`src/hdl/mies_pkg.sv`:
```
// shared constants, opcodes and carriers of the execute subset
`default_nettype none
package mies_pkg;
  // ------------------------------------------------------------
  // widths and timing
  // ------------------------------------------------------------
  localparam int unsigned DATA_W     = 8;
  localparam int unsigned PC_W       = 11;
  localparam int unsigned WB_ADR_W   = 8;
  localparam int unsigned WB_DAT_W   = 32;
  localparam int unsigned WD_PRE_W   = 8;
  localparam int unsigned WD_CNT_W   = 8;
  localparam logic [3:0]  BCD_LIMIT  = 4'h9;
  localparam logic [4:0]  BCD_ADJUST = 5'h06;
  // ------------------------------------------------------------
  // register map (byte addresses)
  // ------------------------------------------------------------
  localparam logic [7:0] ADR_ACC    = 8'h00;
  localparam logic [7:0] ADR_STATUS = 8'h04;
  localparam logic [7:0] ADR_CTRL   = 8'h08;
  localparam logic [7:0] ADR_WATCH  = 8'h0C;
  // status and control fields
  localparam int unsigned ST_CARRY   = 0;
  localparam int unsigned ST_AUX     = 1;
  localparam int unsigned ST_ZERO    = 2;
  localparam int unsigned ST_OVFL    = 3;
  localparam int unsigned ST_PWRDN   = 4;
  localparam int unsigned ST_TIMEOUT = 5;
  localparam int unsigned CT_GIE     = 0;
  // reset values
  localparam logic [7:0] ACC_RST    = 8'h00;
  localparam logic       FLAG_RST   = 1'b0;
  // ------------------------------------------------------------
  // operations
  // ------------------------------------------------------------
  typedef enum logic [4:0] {
    OP_NOP        = 5'h00, OP_CLR_BYTE   = 5'h01, OP_CLR_BIT    = 5'h02,
    OP_WD_CLEAR   = 5'h03, OP_WD_PRE1    = 5'h04, OP_WD_PRE2    = 5'h05,
    OP_INVERT     = 5'h06, OP_INVERT_ACC = 5'h07, OP_DEC_ADJ    = 5'h08,
    OP_DEC        = 5'h09, OP_DEC_ACC    = 5'h0A, OP_INC        = 5'h0B,
    OP_INC_ACC    = 5'h0C, OP_HALT       = 5'h0D, OP_JUMP       = 5'h0E,
    OP_MOV_IMM    = 5'h0F, OP_MOV_TO_ACC = 5'h10, OP_MOV_TO_MEM = 5'h11,
    OP_OR_MEM     = 5'h12, OP_OR_IMM     = 5'h13, OP_OR_TO_MEM  = 5'h14,
    OP_RET        = 5'h15, OP_RET_IMM    = 5'h16, OP_INT_RET    = 5'h17,
    OP_ROT_LEFT   = 5'h18
  } mies_op_e;

  typedef enum logic [1:0] {
    S_RUN  = 2'b00,
    S_RET2 = 2'b01,
    S_HALT = 2'b10
  } mies_state_e;

  typedef struct packed {
    mies_op_e         op;
    logic [2:0]       bit_sel;
    logic [7:0]       imm;
    logic [PC_W-1:0]  target;
  } mies_instr_s;

  typedef struct packed {
    logic             we;
    logic [7:0]       data;
  } mies_mem_wr_s;
endpackage : mies_pkg
`default_nettype wire

```
`src/hdl/mies_exec.sv`:
```
// execute stage of the small 8-bit core for the listed instruction subset
//
// Register access over Wishbone and the register offsets were left to the implementer.
`default_nettype none
module mies_exec #(
  parameter int unsigned PRE_W = mies_pkg::WD_PRE_W,
  parameter int unsigned CNT_W = mies_pkg::WD_CNT_W
) (
  // clock and reset
  input  wire logic                          ref_clk,
  input  wire logic                          rst,
  input  wire logic                          clk_en,
  // wishbone slave
  input  wire logic                          wb_cyc_i,
  input  wire logic                          wb_stb_i,
  input  wire logic                          wb_we_i,
  input  wire logic [mies_pkg::WB_ADR_W-1:0] wb_adr_i,
  input  wire logic [3:0]                    wb_sel_i,
  input  wire logic [mies_pkg::WB_DAT_W-1:0] wb_dat_i,
  output logic      [mies_pkg::WB_DAT_W-1:0] wb_dat_o,
  output logic                               wb_ack_o,
  // instruction issue
  input  wire logic                          instr_valid,
  input  wire mies_pkg::mies_instr_s         instr,
  output logic                               instr_ready,
  // data memory operand and write-back
  input  wire logic [7:0]                    mem_rdata,
  output mies_pkg::mies_mem_wr_s             mem_wr,
  // program counter and return stack
  input  wire logic [mies_pkg::PC_W-1:0]     stack_top,
  output logic                               stack_pop,
  output logic                               pc_step,
  output logic                               pc_load,
  output logic      [mies_pkg::PC_W-1:0]     pc_target,
  // power control and interrupt enable
  input  wire logic                          wake_req,
  output logic                               sys_clk_gate_en,
  output logic                               global_interrupt_enable
);
  // ------------------------------------------------------------
  // state
  // ------------------------------------------------------------
  mies_pkg::mies_state_e state;
  mies_pkg::mies_state_e next_state;
  logic [7:0]       acc;
  logic             carry_flag;
  logic             aux_carry_flag;
  logic             zero_flag;
  logic             overflow_flag;
  logic             power_down_flag;
  logic             timeout_flag;
  logic             pre1_seen;
  logic             pre2_seen;
  logic [PRE_W-1:0] watchdog_prescaler;
  logic [CNT_W-1:0] watchdog_counter;

  logic       fire;
  logic       acc_we;
  logic [7:0] next_acc;
  logic       mem_we;
  logic [7:0] next_mem;
  logic       zero_we;
  logic [7:0] zero_src;
  logic       carry_we;
  logic       next_carry;
  logic       wd_clear;
  logic       wd_pre_done;
  logic       internal_nibble_carry;
  logic [4:0] lo_sum;
  logic [4:0] hi_sum;
  logic       wd_tick;
  logic       wd_wrap;
  logic       bus_wr;

  assign instr_ready     = (state == mies_pkg::S_RUN);
  assign fire            = clk_en & instr_valid & instr_ready;
  assign sys_clk_gate_en = (state != mies_pkg::S_HALT);
  assign bus_wr          = wb_cyc_i & wb_stb_i & wb_we_i & wb_ack_o;

  // ------------------------------------------------------------
  // decimal adjust datapath
  // ------------------------------------------------------------
  always_comb begin
    if ((acc[3:0] > mies_pkg::BCD_LIMIT) || aux_carry_flag) begin
      lo_sum = {1'b0, acc[3:0]} + mies_pkg::BCD_ADJUST;
    end else begin
      lo_sum = {1'b0, acc[3:0]};
    end
    internal_nibble_carry = lo_sum[4];
    hi_sum = {1'b0, acc[7:4]} + {4'h0, internal_nibble_carry};
    if ((hi_sum > {1'b0, mies_pkg::BCD_LIMIT}) || carry_flag) begin
      hi_sum = hi_sum + mies_pkg::BCD_ADJUST;
    end
  end

  // ------------------------------------------------------------
  // decode
  // ------------------------------------------------------------
  always_comb begin
    acc_we      = 1'b0;
    next_acc    = acc;
    mem_we      = 1'b0;
    next_mem    = mem_rdata;
    zero_we     = 1'b0;
    zero_src    = 8'h00;
    carry_we    = 1'b0;
    next_carry  = carry_flag;
    wd_clear    = 1'b0;
    wd_pre_done = 1'b0;
    next_state  = state;
    case (state)
      mies_pkg::S_RUN: begin
        if (fire) begin
          case (instr.op)
            mies_pkg::OP_CLR_BYTE: begin
              mem_we   = 1'b1;
              next_mem = 8'h00;
            end
            mies_pkg::OP_CLR_BIT: begin
              mem_we   = 1'b1;
              next_mem = mem_rdata & ~(8'h01 << instr.bit_sel);
            end
            mies_pkg::OP_WD_CLEAR: begin
              wd_clear = 1'b1;
            end
            mies_pkg::OP_WD_PRE1: begin
              wd_pre_done = pre2_seen;
            end
            mies_pkg::OP_WD_PRE2: begin
              wd_pre_done = pre1_seen;
            end
            mies_pkg::OP_INVERT: begin
              mem_we   = 1'b1;
              next_mem = ~mem_rdata;
              zero_we  = 1'b1;
              zero_src = ~mem_rdata;
            end
            mies_pkg::OP_INVERT_ACC: begin
              acc_we   = 1'b1;
              next_acc = ~mem_rdata;
              zero_we  = 1'b1;
              zero_src = ~mem_rdata;
            end
            mies_pkg::OP_DEC_ADJ: begin
              mem_we     = 1'b1;
              next_mem   = {hi_sum[3:0], lo_sum[3:0]};
              carry_we   = 1'b1;
              next_carry = (hi_sum > {1'b0, mies_pkg::BCD_LIMIT}) | carry_flag;
            end
            mies_pkg::OP_DEC, mies_pkg::OP_DEC_ACC: begin
              zero_we  = 1'b1;
              zero_src = mem_rdata - 8'h01;
              if (instr.op == mies_pkg::OP_DEC) begin
                mem_we   = 1'b1;
                next_mem = mem_rdata - 8'h01;
              end else begin
                acc_we   = 1'b1;
                next_acc = mem_rdata - 8'h01;
              end
            end
            mies_pkg::OP_INC, mies_pkg::OP_INC_ACC: begin
              zero_we  = 1'b1;
              zero_src = mem_rdata + 8'h01;
              if (instr.op == mies_pkg::OP_INC) begin
                mem_we   = 1'b1;
                next_mem = mem_rdata + 8'h01;
              end else begin
                acc_we   = 1'b1;
                next_acc = mem_rdata + 8'h01;
              end
            end
            mies_pkg::OP_HALT: begin
              next_state = mies_pkg::S_HALT;
            end
            mies_pkg::OP_MOV_IMM: begin
              acc_we   = 1'b1;
              next_acc = instr.imm;
            end
            mies_pkg::OP_MOV_TO_ACC: begin
              acc_we   = 1'b1;
              next_acc = mem_rdata;
            end
            mies_pkg::OP_MOV_TO_MEM: begin
              mem_we   = 1'b1;
              next_mem = acc;
            end
            mies_pkg::OP_OR_MEM, mies_pkg::OP_OR_IMM: begin
              acc_we   = 1'b1;
              next_acc = acc | ((instr.op == mies_pkg::OP_OR_IMM) ? instr.imm : mem_rdata);
              zero_we  = 1'b1;
              zero_src = next_acc;
            end
            mies_pkg::OP_OR_TO_MEM: begin
              mem_we   = 1'b1;
              next_mem = acc | mem_rdata;
              zero_we  = 1'b1;
              zero_src = acc | mem_rdata;
            end
            mies_pkg::OP_RET, mies_pkg::OP_RET_IMM, mies_pkg::OP_INT_RET: begin
              next_state = mies_pkg::S_RET2;
              if (instr.op == mies_pkg::OP_RET_IMM) begin
                acc_we   = 1'b1;
                next_acc = instr.imm;
              end
            end
            mies_pkg::OP_ROT_LEFT: begin
              mem_we   = 1'b1;
              next_mem = {mem_rdata[6:0], mem_rdata[7]};
            end
            default: begin
              // no-op and jump touch no data
            end
          endcase
        end
      end
      mies_pkg::S_RET2: begin
        if (clk_en) begin
          next_state = mies_pkg::S_RUN;
        end
      end
      mies_pkg::S_HALT: begin
        if (clk_en && wake_req) begin
          next_state = mies_pkg::S_RUN;
        end
      end
      default: begin
        next_state = mies_pkg::S_RUN;
      end
    endcase
  end

  // ------------------------------------------------------------
  // sequencing and program counter
  // ------------------------------------------------------------
  always_ff @(posedge ref_clk) begin
    if (rst) begin
      state <= mies_pkg::S_RUN;
    end else if (clk_en) begin
      state <= next_state;
    end
  end

  // return target is read from the stack while the pop still stands
  always_ff @(posedge ref_clk) begin
    if (rst) begin
      stack_pop <= 1'b0;
      pc_step   <= 1'b0;
      pc_load   <= 1'b0;
      pc_target <= '0;
    end else if (clk_en) begin
      stack_pop <= fire & (next_state == mies_pkg::S_RET2);
      pc_step   <= fire & (instr.op != mies_pkg::OP_JUMP)
                        & (next_state != mies_pkg::S_RET2);
      pc_load   <= 1'b0;
      if (fire && instr.op == mies_pkg::OP_JUMP) begin
        pc_load   <= 1'b1;
        pc_target <= instr.target;
      end
      if (state == mies_pkg::S_RET2) begin
        pc_load   <= 1'b1;
        pc_target <= stack_top;
      end
    end
  end

  // ------------------------------------------------------------
  // accumulator, flags and memory write-back
  // ------------------------------------------------------------
  always_ff @(posedge ref_clk) begin
    if (rst) begin
      acc <= mies_pkg::ACC_RST;
    end else if (clk_en) begin
      if (acc_we) begin
        acc <= next_acc;
      end else if (bus_wr && wb_adr_i == mies_pkg::ADR_ACC && wb_sel_i[0]) begin
        acc <= wb_dat_i[7:0];
      end
    end
  end

  always_ff @(posedge ref_clk) begin
    if (rst) begin
      carry_flag     <= mies_pkg::FLAG_RST;
      aux_carry_flag <= mies_pkg::FLAG_RST;
      zero_flag      <= mies_pkg::FLAG_RST;
      overflow_flag  <= mies_pkg::FLAG_RST;
    end else if (clk_en) begin
      if (bus_wr && wb_adr_i == mies_pkg::ADR_STATUS && wb_sel_i[0]) begin
        carry_flag     <= wb_dat_i[mies_pkg::ST_CARRY];
        aux_carry_flag <= wb_dat_i[mies_pkg::ST_AUX];
        zero_flag      <= wb_dat_i[mies_pkg::ST_ZERO];
        overflow_flag  <= wb_dat_i[mies_pkg::ST_OVFL];
      end
      // instruction results win over a software write
      if (zero_we) begin
        zero_flag <= (zero_src == 8'h00);
      end
      if (carry_we) begin
        carry_flag <= next_carry;
      end
    end
  end

  always_ff @(posedge ref_clk) begin
    if (rst) begin
      mem_wr <= '0;
    end else if (clk_en) begin
      mem_wr.we   <= mem_we;
      mem_wr.data <= next_mem;
    end
  end

  always_ff @(posedge ref_clk) begin
    if (rst) begin
      global_interrupt_enable <= 1'b0;
    end else if (clk_en) begin
      if (fire && instr.op == mies_pkg::OP_INT_RET) begin
        global_interrupt_enable <= 1'b1;
      end else if (bus_wr && wb_adr_i == mies_pkg::ADR_CTRL && wb_sel_i[0]) begin
        global_interrupt_enable <= wb_dat_i[mies_pkg::CT_GIE];
      end
    end
  end

  // ------------------------------------------------------------
  // watchdog
  // ------------------------------------------------------------
  assign wd_tick = &watchdog_prescaler;
  assign wd_wrap = wd_tick & (&watchdog_counter);

  always_ff @(posedge ref_clk) begin
    if (rst) begin
      pre1_seen <= 1'b0;
      pre2_seen <= 1'b0;
    end else if (clk_en) begin
      if (wd_pre_done) begin
        pre1_seen <= 1'b0;
        pre2_seen <= 1'b0;
      end else if (fire && instr.op == mies_pkg::OP_WD_PRE1) begin
        pre1_seen <= 1'b1;
      end else if (fire && instr.op == mies_pkg::OP_WD_PRE2) begin
        pre2_seen <= 1'b1;
      end
    end
  end

  always_ff @(posedge ref_clk) begin
    if (rst) begin
      watchdog_prescaler <= '0;
      watchdog_counter   <= '0;
      power_down_flag    <= 1'b0;
      timeout_flag       <= 1'b0;
    end else if (clk_en) begin
      watchdog_prescaler <= watchdog_prescaler + 1'b1;
      if (wd_tick) begin
        watchdog_counter <= watchdog_counter + 1'b1;
      end
      if (wd_clear || wd_pre_done) begin
        watchdog_counter <= '0;
        power_down_flag  <= 1'b0;
        timeout_flag     <= 1'b0;
      end
      if (fire && instr.op == mies_pkg::OP_HALT) begin
        watchdog_prescaler <= '0;
        watchdog_counter   <= '0;
        power_down_flag    <= 1'b1;
        timeout_flag       <= 1'b0;
      end
      // an expiry in the clearing cycle is still reported
      if (wd_wrap) begin
        timeout_flag <= 1'b1;
      end
    end
  end

  // ------------------------------------------------------------
  // wishbone slave: one wait state, unmapped reads return zero
  // ------------------------------------------------------------
  always_ff @(posedge ref_clk) begin
    if (rst) begin
      wb_ack_o <= 1'b0;
      wb_dat_o <= '0;
    end else if (clk_en) begin
      wb_ack_o <= wb_cyc_i & wb_stb_i & ~wb_ack_o;
      wb_dat_o <= '0;
      case (wb_adr_i)
        mies_pkg::ADR_ACC:    wb_dat_o[7:0] <= acc;
        mies_pkg::ADR_STATUS: wb_dat_o[5:0] <= {timeout_flag, power_down_flag, overflow_flag,
                                                zero_flag, aux_carry_flag, carry_flag};
        mies_pkg::ADR_CTRL:   wb_dat_o[0] <= global_interrupt_enable;
        mies_pkg::ADR_WATCH:  wb_dat_o[CNT_W-1:0] <= watchdog_counter;
        default:              wb_dat_o <= '0;
      endcase
    end
  end
endmodule : mies_exec
`default_nettype wire

```
`config.mk`:
```
export PLATFORM = sky130hd
export DESIGN_NAME = mies_exec
export DESIGN_NICKNAME = d
export VERILOG_FILES = /design/src/hdl/mies_pkg.sv /design/src/hdl/mies_exec.sv
export SDC_FILE = /design/constraint.sdc
export NUM_CORES = 1
export LEC_CHECK = 0
export BUFFER_PORTS_ARGS = -buffer_cell sky130_fd_sc_hd__clkbuf_2
export CAP_MARGIN = 20
export CORE_ASPECT_RATIO = 1.75
export CORE_MARGIN = 3
export CORE_UTILIZATION = 40
export CTS_CLUSTER_DIAMETER = 50
export DETAILED_ROUTE_END_ITERATION = 12
export MAX_ROUTING_LAYER = met4
export PLACE_DENSITY_LB_ADDON = 0.12
export SLEW_MARGIN = 15
export SYNTH_ARGS = -nofsm -noshare
export SYNTH_HDL_FRONTEND = slang
export SYNTH_SLANG_ARGS = --single-unit
```
`constraint.sdc`:
```
create_clock -name ref_clk -period 2.5 [get_ports ref_clk]
set_input_delay 0.5 -clock ref_clk [delete_from_list [all_inputs] [get_ports ref_clk]]
set_output_delay 0.5 -clock ref_clk [all_outputs]
set_load 0.02 [all_outputs]
```
Word level (Yosys, flattened, before mapping)

Cells that the tools add are included.

Flip-flop bits (word level): 67
Input port bits: 98
Output and inout bits: 59
Logic and storage cells: 217

Add/sub/neg operators: 7
Magnitude comparators: 3
Eq/ne operators: 43
Shift-type cells: 1
Multiplexer cells: 76
Bitwise logic cells: 17
Reductions and logical operators: 49

Operator list:

| operator                                                              | count |
|---|---|
| 8-bit two-way mux                                                     | 18 |
| 8-bit case mux with 9 select lines                                    | 1 |
| 8-bit case mux with 7 select lines                                    | 1 |
| 5-bit equality test, second input constant                            | 9 |
| 5-bit by 4-bit equality test with 1-bit output, second input constant | 8 |
| 1-bit two-way mux                                                     | 40 |
| 8-bit case mux with 5 select lines                                    | 1 |
| 8-bit by 1-bit adder with 8-bit output, second input constant         | 3 |
| 8-bit AND reduction                                                   | 3 |
| 11-bit two-way mux                                                    | 2 |
| 5-bit by 3-bit equality test with 1-bit output, second input constant | 4 |
| 8-bit by 4-bit equality test with 1-bit output, second input constant | 2 |
| 8-bit zero test                                                       | 2 |
| 8-bit NOT                                                             | 2 |
| 8-bit bitwise OR                                                      | 2 |
| 2-bit AND reduction                                                   | 8 |
| 2-bit nonzero test                                                    | 8 |
| 5-bit case mux with 3 select lines                                    | 1 |
| 1-bit logical AND                                                     | 12 |
| 2-bit != test, second input constant                                  | 6 |
| 1-bit bitwise AND                                                     | 10 |
| 5-bit by 2-bit equality test with 1-bit output, second input constant | 2 |
| 5-bit by 4-bit > comparator with 1-bit output, second input constant  | 2 |
| 5-bit two-way mux                                                     | 2 |
| other kinds (33)                                                      | 47 |

Depth between registers and ports, before layout

Gate-level depths: netlist (run 1).

Depth after elaboration: 13
Mapped depth: 12
Depth with buffers taken out: 11

Worst setup path after synthesis (run 1)

OpenSTA, ideal clock, no wires.

Kind: input to register
From: input port wb_adr_i[7] (netlist bit)
To: register acc[5]
Library setup time: 0.133 ns
Arrival: 2.519 ns
Required time: 2.367 ns
Slack: -0.153 ns
Cell stages on the path: 6
Buffers on the path: 0
Cells stage by stage: or4_4 > or4_4 > nor4_4 > mux2_1 > mux2i_1 > a311oi_1

Cells in the longest elaborated chain, start to end: 5

Ends and longest elaborated chain:

| what                           | line             | source |
|---|---|---|
| from (decl)                    | mies_exec.sv:17  | `input wire logic [mies_pkg::WB_ADR_W-1:0] wb_adr_i,` |
| 8-bit zero test                | mies_exec.sv:275 | `end else if (bus_wr && wb_adr_i == mies_pkg::ADR_ACC && wb_sel_i[0]) begin` |
| 1-bit logical AND (2 in a row) | mies_exec.sv:275 |  |
| 2-bit nonzero test (no line)   | -                |  |
| 8-bit AND reduction (no line)  | -                |  |
| to (signal assigned)           | mies_exec.sv:271 | `acc <= mies_pkg::ACC_RST;` |
| to (signal assigned)           | mies_exec.sv:274 | `acc <= next_acc;` |
| to (signal assigned)           | mies_exec.sv:276 | `acc <= wb_dat_i[7:0];` |
| to (decl)                      | mies_exec.sv:45  | `logic [7:0] acc;` |

Every way passes these cells.
A chain may end at the register's enable or synchronous reset.

Worst setup path in the final report (run 1)

From: register acc[1]
To: register mem_wr[5] (netlist bit)

Cells in the longest elaborated chain, start to end: 10
Elaborated cells between the ends (all ways): 12
Classes of those cells: 3 x add/sub; 2 x order compare; 5 x mux; 2 x reduce/logical

Ends and longest elaborated chain:

| what                                          | line             | source |
|---|---|---|
| 4-bit > comparator                            | mies_exec.sv:84  | `if ((acc[3:0] > mies_pkg::BCD_LIMIT) \|\| aux_carry_flag) begin` |
| 1-bit logical OR                              | mies_exec.sv:84  |  |
| 5-bit two-way mux *                           | mies_exec.sv:84  |  |
| 4-bit by 1-bit adder with 5-bit output *      | mies_exec.sv:90  | `hi_sum = {1'b0, acc[7:4]} + {4'h0, internal_nibble_carry};` |
| 5-bit by 4-bit > comparator with 1-bit output | mies_exec.sv:91  | `if ((hi_sum > {1'b0, mies_pkg::BCD_LIMIT}) \|\| carry_flag) begin` |
| 1-bit logical OR                              | mies_exec.sv:91  |  |
| 5-bit two-way mux *                           | mies_exec.sv:91  |  |
| 8-bit case mux with 9 select lines *          | mies_exec.sv:114 | `case (instr.op)` |
| 8-bit two-way mux *                           | mies_exec.sv:113 | `if (fire) begin` |
| 8-bit two-way mux *                           | mies_exec.sv:111 | `case (state)` |
| to (decl)                                     | mies_exec.sv:28  | `output mies_pkg::mies_mem_wr_s mem_wr,` |

Every way passes the cells marked *; elsewhere a longest branch is shown, timed or not.

==> flow_summary.yaml, run 1 <==
cts:
  ctsHtreeMaxLevel: 3
  cts_buffer_depth: 2
  cts_hold_buf: 0
  post-cts-setup-buffer-count: 0
  clk_latency_ps: 330
  cts.clk_slew.worst_paths_ps: 50
  cts_tree: "yes"
  clock_sink_count: 67
  ctsRootBufferMaster: "clkbuf_16"
  number_of_clock_buffers_inserted_by_tritoncts: 9
sta:
  period_share: 0.964
  rsz_0062_raised_after_global_routing: "false"
  setup_total_negative_slack_ps: 0
  timing.max_slew.rel_slack: 0.645
  report.final.slew_viol_count: 0
  worst_pin_slew_ps: 532
  period_needed_ps: 2410
  final_hold_viol_count: 0
  report.final.setup_viol: 0
  final.hold.worst_slack_ps: 441
  fmax_mhz: 415
  worst_case_clock_skew_ps: 8.75
global_route:
  antenna_found_initial: 0
  grt_pass1_vias: 6168
  gr-total-overflow: 0
  grt_first_pass_wirelength_um: 32000
  global_route.usage.total: 0.283
  pin_count_of_the_biggest_net_entering_global_routing: 25
critical_path:
  worst_r2r_path_depth: 11
  timing.critical_path.slowest_cell_delay_ps: 320
  worst_path_most_repeated_cell: "ha_2"
  critPathLaunchType: "flip-flop"
  critical_path.reg2reg.endpoint: "mem_wr[5]"
  crit_chain: "nor2_2, nor2b_2, ha_2, ha_2, xnor2_2, ha_2, a31oi_4, a21oi_1, xnor2_1, o211a_1, o32ai_2"
  critical-path-slowest-cell: "dfxtp_1"
  reg2reg_from: "acc[1]"
  worst-r2r-setup-slack_ps: 90
  arrival_ps: 2650
  cp.buffers_inverters: 0
  timing.critical_path.required_ps: 2740
  worstPathMaxFanout: 4
  criticalPathCategory: "flip-flop to flip-flop"
  timing.critical_path.to_type: "flip-flop"
  startpoint: "acc[1]"
  critPathTopFamily: "compound AO/OA/AOI/OAI gates"
synth:
  synth-edff-count: 0
  ys_seq_elements: 67
  postSynthCellCount: 717
  synth.avg_cell_area_um2: 7.47
  yosys.cell_types.count: 75
  synthArstFlopShare: 0
  yosysWarningCount: 0
  register_area_share_after_synthesis: 0.250
  post_synth_instance_area_um2: 5360
  synth_ff_type: "dfxtp_1"
status:
  outcome: "complete, no violations"
finish:
  insertedDiodeCount: 0
  fillCellCount: 1294
  final_net_count: 1003
  post-route-cell-area_um2: 7140
  area_overhead_of_the_layout_relative_to_synthesis_pct: 33.3
  leading_cell_type_in_the_layout_fill_and_taps_excluded: "buf_4"
  mostFrequentLayoutCells: "buf_4, clkbuf_2, nor2_1"
  drive_gt1_frac: 0.304
worst_hold_path:
  min-delay-path-class: "primary input to flip-flop"
  holdPathEnd: "wb_ack_o"
  startpoint_of_the_lowest_slack_hold_path: "wb_stb_i"
  hold_path_depth: 3
floorplanning:
  floorplan.rows: 55
  ioPinCount: 157
  start_util: 0.412
  die_area_um2: 14900
  die_height_um: 159
  die-width_um: 93.5
  core-area_um2: 13000
power_and_ir_drop:
  power.static_leakage_uw: 0.00295
  pwr_cell_area_nw_per_um2: 434
  vdd.ir_drop.worst_mv: 0.417
placed_design:
  io_buffer_count: 105
  dpl.hpwl_um: 16700
  postPlaceCellArea_um2: 6800
  weighted_congestion_at_the_end_of_routability_driven_global_placement: 1.02
route:
  drt_drc_violations_left: 0
  detail_route.vias_per_cell: 5.71
  number_of_search_and_repair_iterations_in_the_first_detailed_routing_pass: 7
  dr_total_vias: 6129
  totalWireLength_um: 20700
  ant_nets: 0
  post_drt_wl_per_cell_um: 19.3
  first_iter_violations: 339
flow_run:
  drv_cap: 0
==> report_power, final <==
part	switching [uW]	internal, uW	total [uW]
clock	463	798	1260
combinational	420	307	727
sequential	20.2	1090	1110
==> cell usage after synthesis (all sizes together) (8+ instances only) <==
library cell | number | area share
nand4 | 10 | 0.012
nand3 | 23 | 0.021
buf | 32 | 0.039
xor2 | 11 | 0.018
clkbuf | 52 | 0.037
a21oi | 45 | 0.042
o21ai | 34 | 0.032
nor3 | 16 | 0.015
nand2 | 65 | 0.046
nand2b | 11 | 0.013
nor2 | 78 | 0.055
nor2b | 12 | 0.014
o22ai | 9 | 0.011
ha | 8 | 0.019
inv | 17 | 0.012
nand3b | 8 | 0.011
mux2i | 27 | 0.050
xnor2 | 16 | 0.026
dfxtp | 67 | 0.25
a311oi | 9 | 0.015
a22oi | 17 | 0.024
nor3b | 9 | 0.013
a211oi | 23 | 0.032
==> kinds of logic after synthesis <==
kind of cell    share of synthesized area
flops                               0.250
fa+ha+maj                          0.0187
compound gates                      0.259
other cells                      0.000700
buf+inv                            0.0878
simple gates                        0.266
xor+xnor                           0.0483
mux                                0.0694
==> worst register-to-register path, stage by stage, from the launching register on <==
cell,delay (ps)
dfxtp_1,320
nor2_2,160
nor2b_2,70
ha_2,190
ha_2,200
xnor2_2,150
ha_2,230
a31oi_4,180
a21oi_1,120
xnor2_1,210
o211a_1,240
o32ai_2,240
==> layout make-up <==
type	instances	area, um2	share of cell area
Clock buffer	12	246	0.0345
Sequential cell	67	1340	0.188
Timing Repair Buffer	230	1540	0.216
Multi-Input combinational cell	572	3680	0.516
Clock inverter	4	50.0	0.00701
Inverter	17	63.8	0.00894
Tap cell	171	214	0.0300
==> routing by layer <==
layer / track usage / wire length, um
met1: 0.292 / 7570
met2: 0.479 / 10700
met3: 0.0378 / 830
met4: 0.205 / 1580
met5: - / 0
==> registers in the layout, summed over array words and instances (netlist names), 2 cells and up <==
name                cells
pc_target              11
mem_wr                  9
acc                     8
watchdog_counter        8
watchdog_prescaler      8
wb_dat_o                8
state                   2
==> repair_timing <==
item / 4_1_cts / 5_1_grt
setup endpoints to repair: 4 / 4
gates resized for setup: 6 / 4
pin swaps: 0 / 2
==> how the worst max path moves through the flow <==
stage,endpoint,slack (ps),depth (start not counted)
detailed placement,acc[6],-210,8
finish,mem_wr[5],90,11
global route,mem_wr[7],7,13
global placement,acc[5],-150,8
floorplan,acc[5],-150,6
CTS,mem_wr[5],8,11
==> metrics by stage <==
stage               setup WS (ps)  instances   util  total power (uW)
floorplan                    -153        740      -              1550
CTS                          8.42       1073  0.547              3120
detailed placement           -214       1057  0.523              1850
global placement             -150       1057  0.523              1840
global route                 6.67       1073  0.549              3230
finish                       91.0       1073  0.549              3100
Power figures use the tool's default switching activity.
==> inputs of run 2 (changes only) <==
--- a/config.mk
+++ b/config.mk
@@ -14,6 +14,7 @@
 export DETAILED_ROUTE_END_ITERATION = 12
 export MAX_ROUTING_LAYER = met4
 export PLACE_DENSITY_LB_ADDON = 0.12
+export SETUP_SLACK_MARGIN = 0.3
 export SLEW_MARGIN = 15
 export SYNTH_ARGS = -nofsm -noshare
 export SYNTH_HDL_FRONTEND = slang
==> run 2 against run 1 <==
Routed wire length is 3.7% higher. Flip-flop and latch count stayed put. Final area is 2.3% higher. Core utilization is 1.3 points higher.
==> flow_summary.yaml, run 2 (synthesis gave the netlist of run 1 again) <==
status:
  outcome: "complete, no violations"
critical_path:
  worstPathMaxFanout: 7
  crit_chain: "buf_6, or4_4, or4_4, nor4_4, buf_6, mux2_4, mux2i_1, a311oi_1"
  reg2reg_from: "acc[2]"
  timing.critical_path.slowest_cell_delay_ps: 520
  timing.critical_path.required_ps: 2690
  worst_r2r_path_depth: 11
  cp.buffers_inverters: 2
  critical_path.reg2reg.endpoint: "mem_wr[5]"
  critPathLaunchType: "primary input"
  worst-r2r-setup-slack_ps: 270
  criticalPathCategory: "primary input to flip-flop"
  critPathTopFamily: "simple AND/OR/NAND/NOR gates"
  arrival_ps: 2460
  timing.critical_path.to_type: "flip-flop"
  startpoint: "wb_adr_i[7]"
  critical-path-slowest-cell: "or4_4"
cts:
  cts_buffer_depth: 2
  clock_sink_count: 67
  clk_latency_ps: 340
  cts_tree: "yes"
  number_of_clock_buffers_inserted_by_tritoncts: 9
  ctsHtreeMaxLevel: 3
  ctsRootBufferMaster: "clkbuf_16"
  cts.clk_slew.worst_paths_ps: 60
finish:
  fillCellCount: 1267
  post-route-cell-area_um2: 7310
  area_overhead_of_the_layout_relative_to_synthesis_pct: 36.4
  ff_latch_area_um2: 1340
  number_of_flip_flops_in_the_largest_register: 11
  drive_gt1_frac: 0.325
  largest_regs: "pc_target: 11 flops, mem_wr: 9 flops"
  mostFrequentLayoutCells: "buf_4, clkbuf_2, nor2_1"
  insertedDiodeCount: 0
  final_net_count: 1009
  leading_cell_type_in_the_layout_fill_and_taps_excluded: "buf_4"
  largest_register_by_flop_count: "pc_target"
  multiInputGateArea_um2: 3800
sta:
  worst_case_clock_skew_ps: 9.69
  final_hold_viol_count: 0
  final.hold.worst_slack_ps: 447
  rsz_0062_raised_after_global_routing: "true"
  period_needed_ps: 2260
  report.final.setup_viol: 0
  worst_pin_slew_ps: 851
  fin_ws_ps: 237
  period_share: 0.905
  fmax_mhz: 442
  report.final.slew_viol_count: 0
  timing.max_slew.rel_slack: 0.426
worst_hold_path:
  startpoint_of_the_lowest_slack_hold_path: "wb_stb_i"
  min-delay-path-class: "primary input to flip-flop"
  hold_path_depth: 3
  holdPathEnd: "wb_ack_o"
floorplanning:
  die_area_um2: 14900
  die_height_um: 159
  start_util: 0.412
  core-area_um2: 13000
  die-width_um: 93.5
  floorplan.rows: 55
  ioPinCount: 157
global_route:
  pin_count_of_the_biggest_net_entering_global_routing: 26
  antenna_found_initial: 0
  grt_first_pass_wirelength_um: 33500
  grt_pass1_vias: 6241
  global_route.usage.total: 0.295
  gr-total-overflow: 0
route:
  drt_drc_violations_left: 0
  dr_total_vias: 6277
  post_drt_wl_per_cell_um: 19.9
  totalWireLength_um: 21500
  detail_route.vias_per_cell: 5.82
  ant_nets: 0
  first_iter_violations: 454
  number_of_search_and_repair_iterations_in_the_first_detailed_routing_pass: 7
power_and_ir_drop:
  vdd.ir_drop.worst_mv: 0.531
  netSwitchingPower_uw: 924
  power.total_uw: 3130
  comb_power_share: 0.240
  pwr_cell_area_nw_per_um2: 428
  p_int_uw: 2200
  pwr-share-clk: 0.403
  share_seq_of_total_power: 0.357
  power.static_leakage_uw: 0.00299
  power.switching_fraction: 0.295
placed_design:
  weighted_congestion_at_the_end_of_routability_driven_global_placement: 0.965
  dpl.hpwl_um: 16700
  pre_cts_ws_ps: -224
  postPlaceCellArea_um2: 6770
  io_buffer_count: 105
flow_run:
  drv_cap: 0
## run 2: cell count changes in the layout (fill, tap and decap cells not counted), moves of 2 or more
cell / before / now
ha_4: 0 / 3
dfxtp_1: 67 / 65
nor2_4: 0 / 2
buf_4: 119 / 123
nor2_1: 77 / 75
dfxtp_2: 0 / 2
clkinv_2: 1 / 3
ha_2: 3 / 0
buf_6: 0 / 4
## run 2: worst max path at each step
stage	end	slack (ps)	cells after the start
after floorplan	acc[5]	-150	6
after global placement	acc[6]	-160	8
after detailed placement	acc[5]	-220	8
after CTS	acc[5]	210	8
after global routing	acc[6]	170	8
final	acc[5]	240	8
## run 2: final cells by class
cell class,count,share of cell area
sequential,67,0.184
clock inverter,5,0.00719
timing repair buffer,236,0.217
inverter,17,0.00873
clock buffer,11,0.0332
tap,171,0.0293
multi-input combinational,572,0.520
## run 2: per-stage QoR
stage | utilization | TNS [ps] | std cells
after detailed placement | 0.520 | -953 | 1046
after floorplan | - | -578 | 740
after global routing | 0.562 | 0 | 1079
after global placement | 0.520 | -841 | 1046
final | 0.562 | 0 | 1079
after CTS | 0.554 | 0 | 1076
## run 2: per-layer routing
metal | global-route usage | wire [um]
met2 | 0.502 | 11100
met4 | 0.176 | 1330
met5 | - | 0
met3 | 0.0326 | 1080
met1 | 0.325 | 7940
## run 2: power groups by stage
stage | Sequential, uW | Clock [uW] | Combinational (uW)
6_report | 1120 | 1260 | 752
5_1_grt | 1120 | 1330 | 807
4_1_cts | 1110 | 1290 | 727
3_5_place_dp | 1140 | 0 | 701
3_3_place_gp | 1140 | 0 | 693
2_1_floorplan | 1150 | 0 | 414
## run 2: worst reg2reg max path, delay by kind of cell, from the launching register on
kind	cells	cell delay [ps]
compound gates	4	780
fa+ha+maj	3	610
flops	1	330
simple gates	2	180
xor+xnor	1	140
buf+inv	1	70
## run 2: what timing repair did
item                                    in CTS  in global routing
cloned                                       0                  0
pin swaps                                   14                  7
hold buffers                                 0                  0
buffers inserted                            14                  3
endpoints found under the setup margin      11                 16
resized for setup                           11                 12
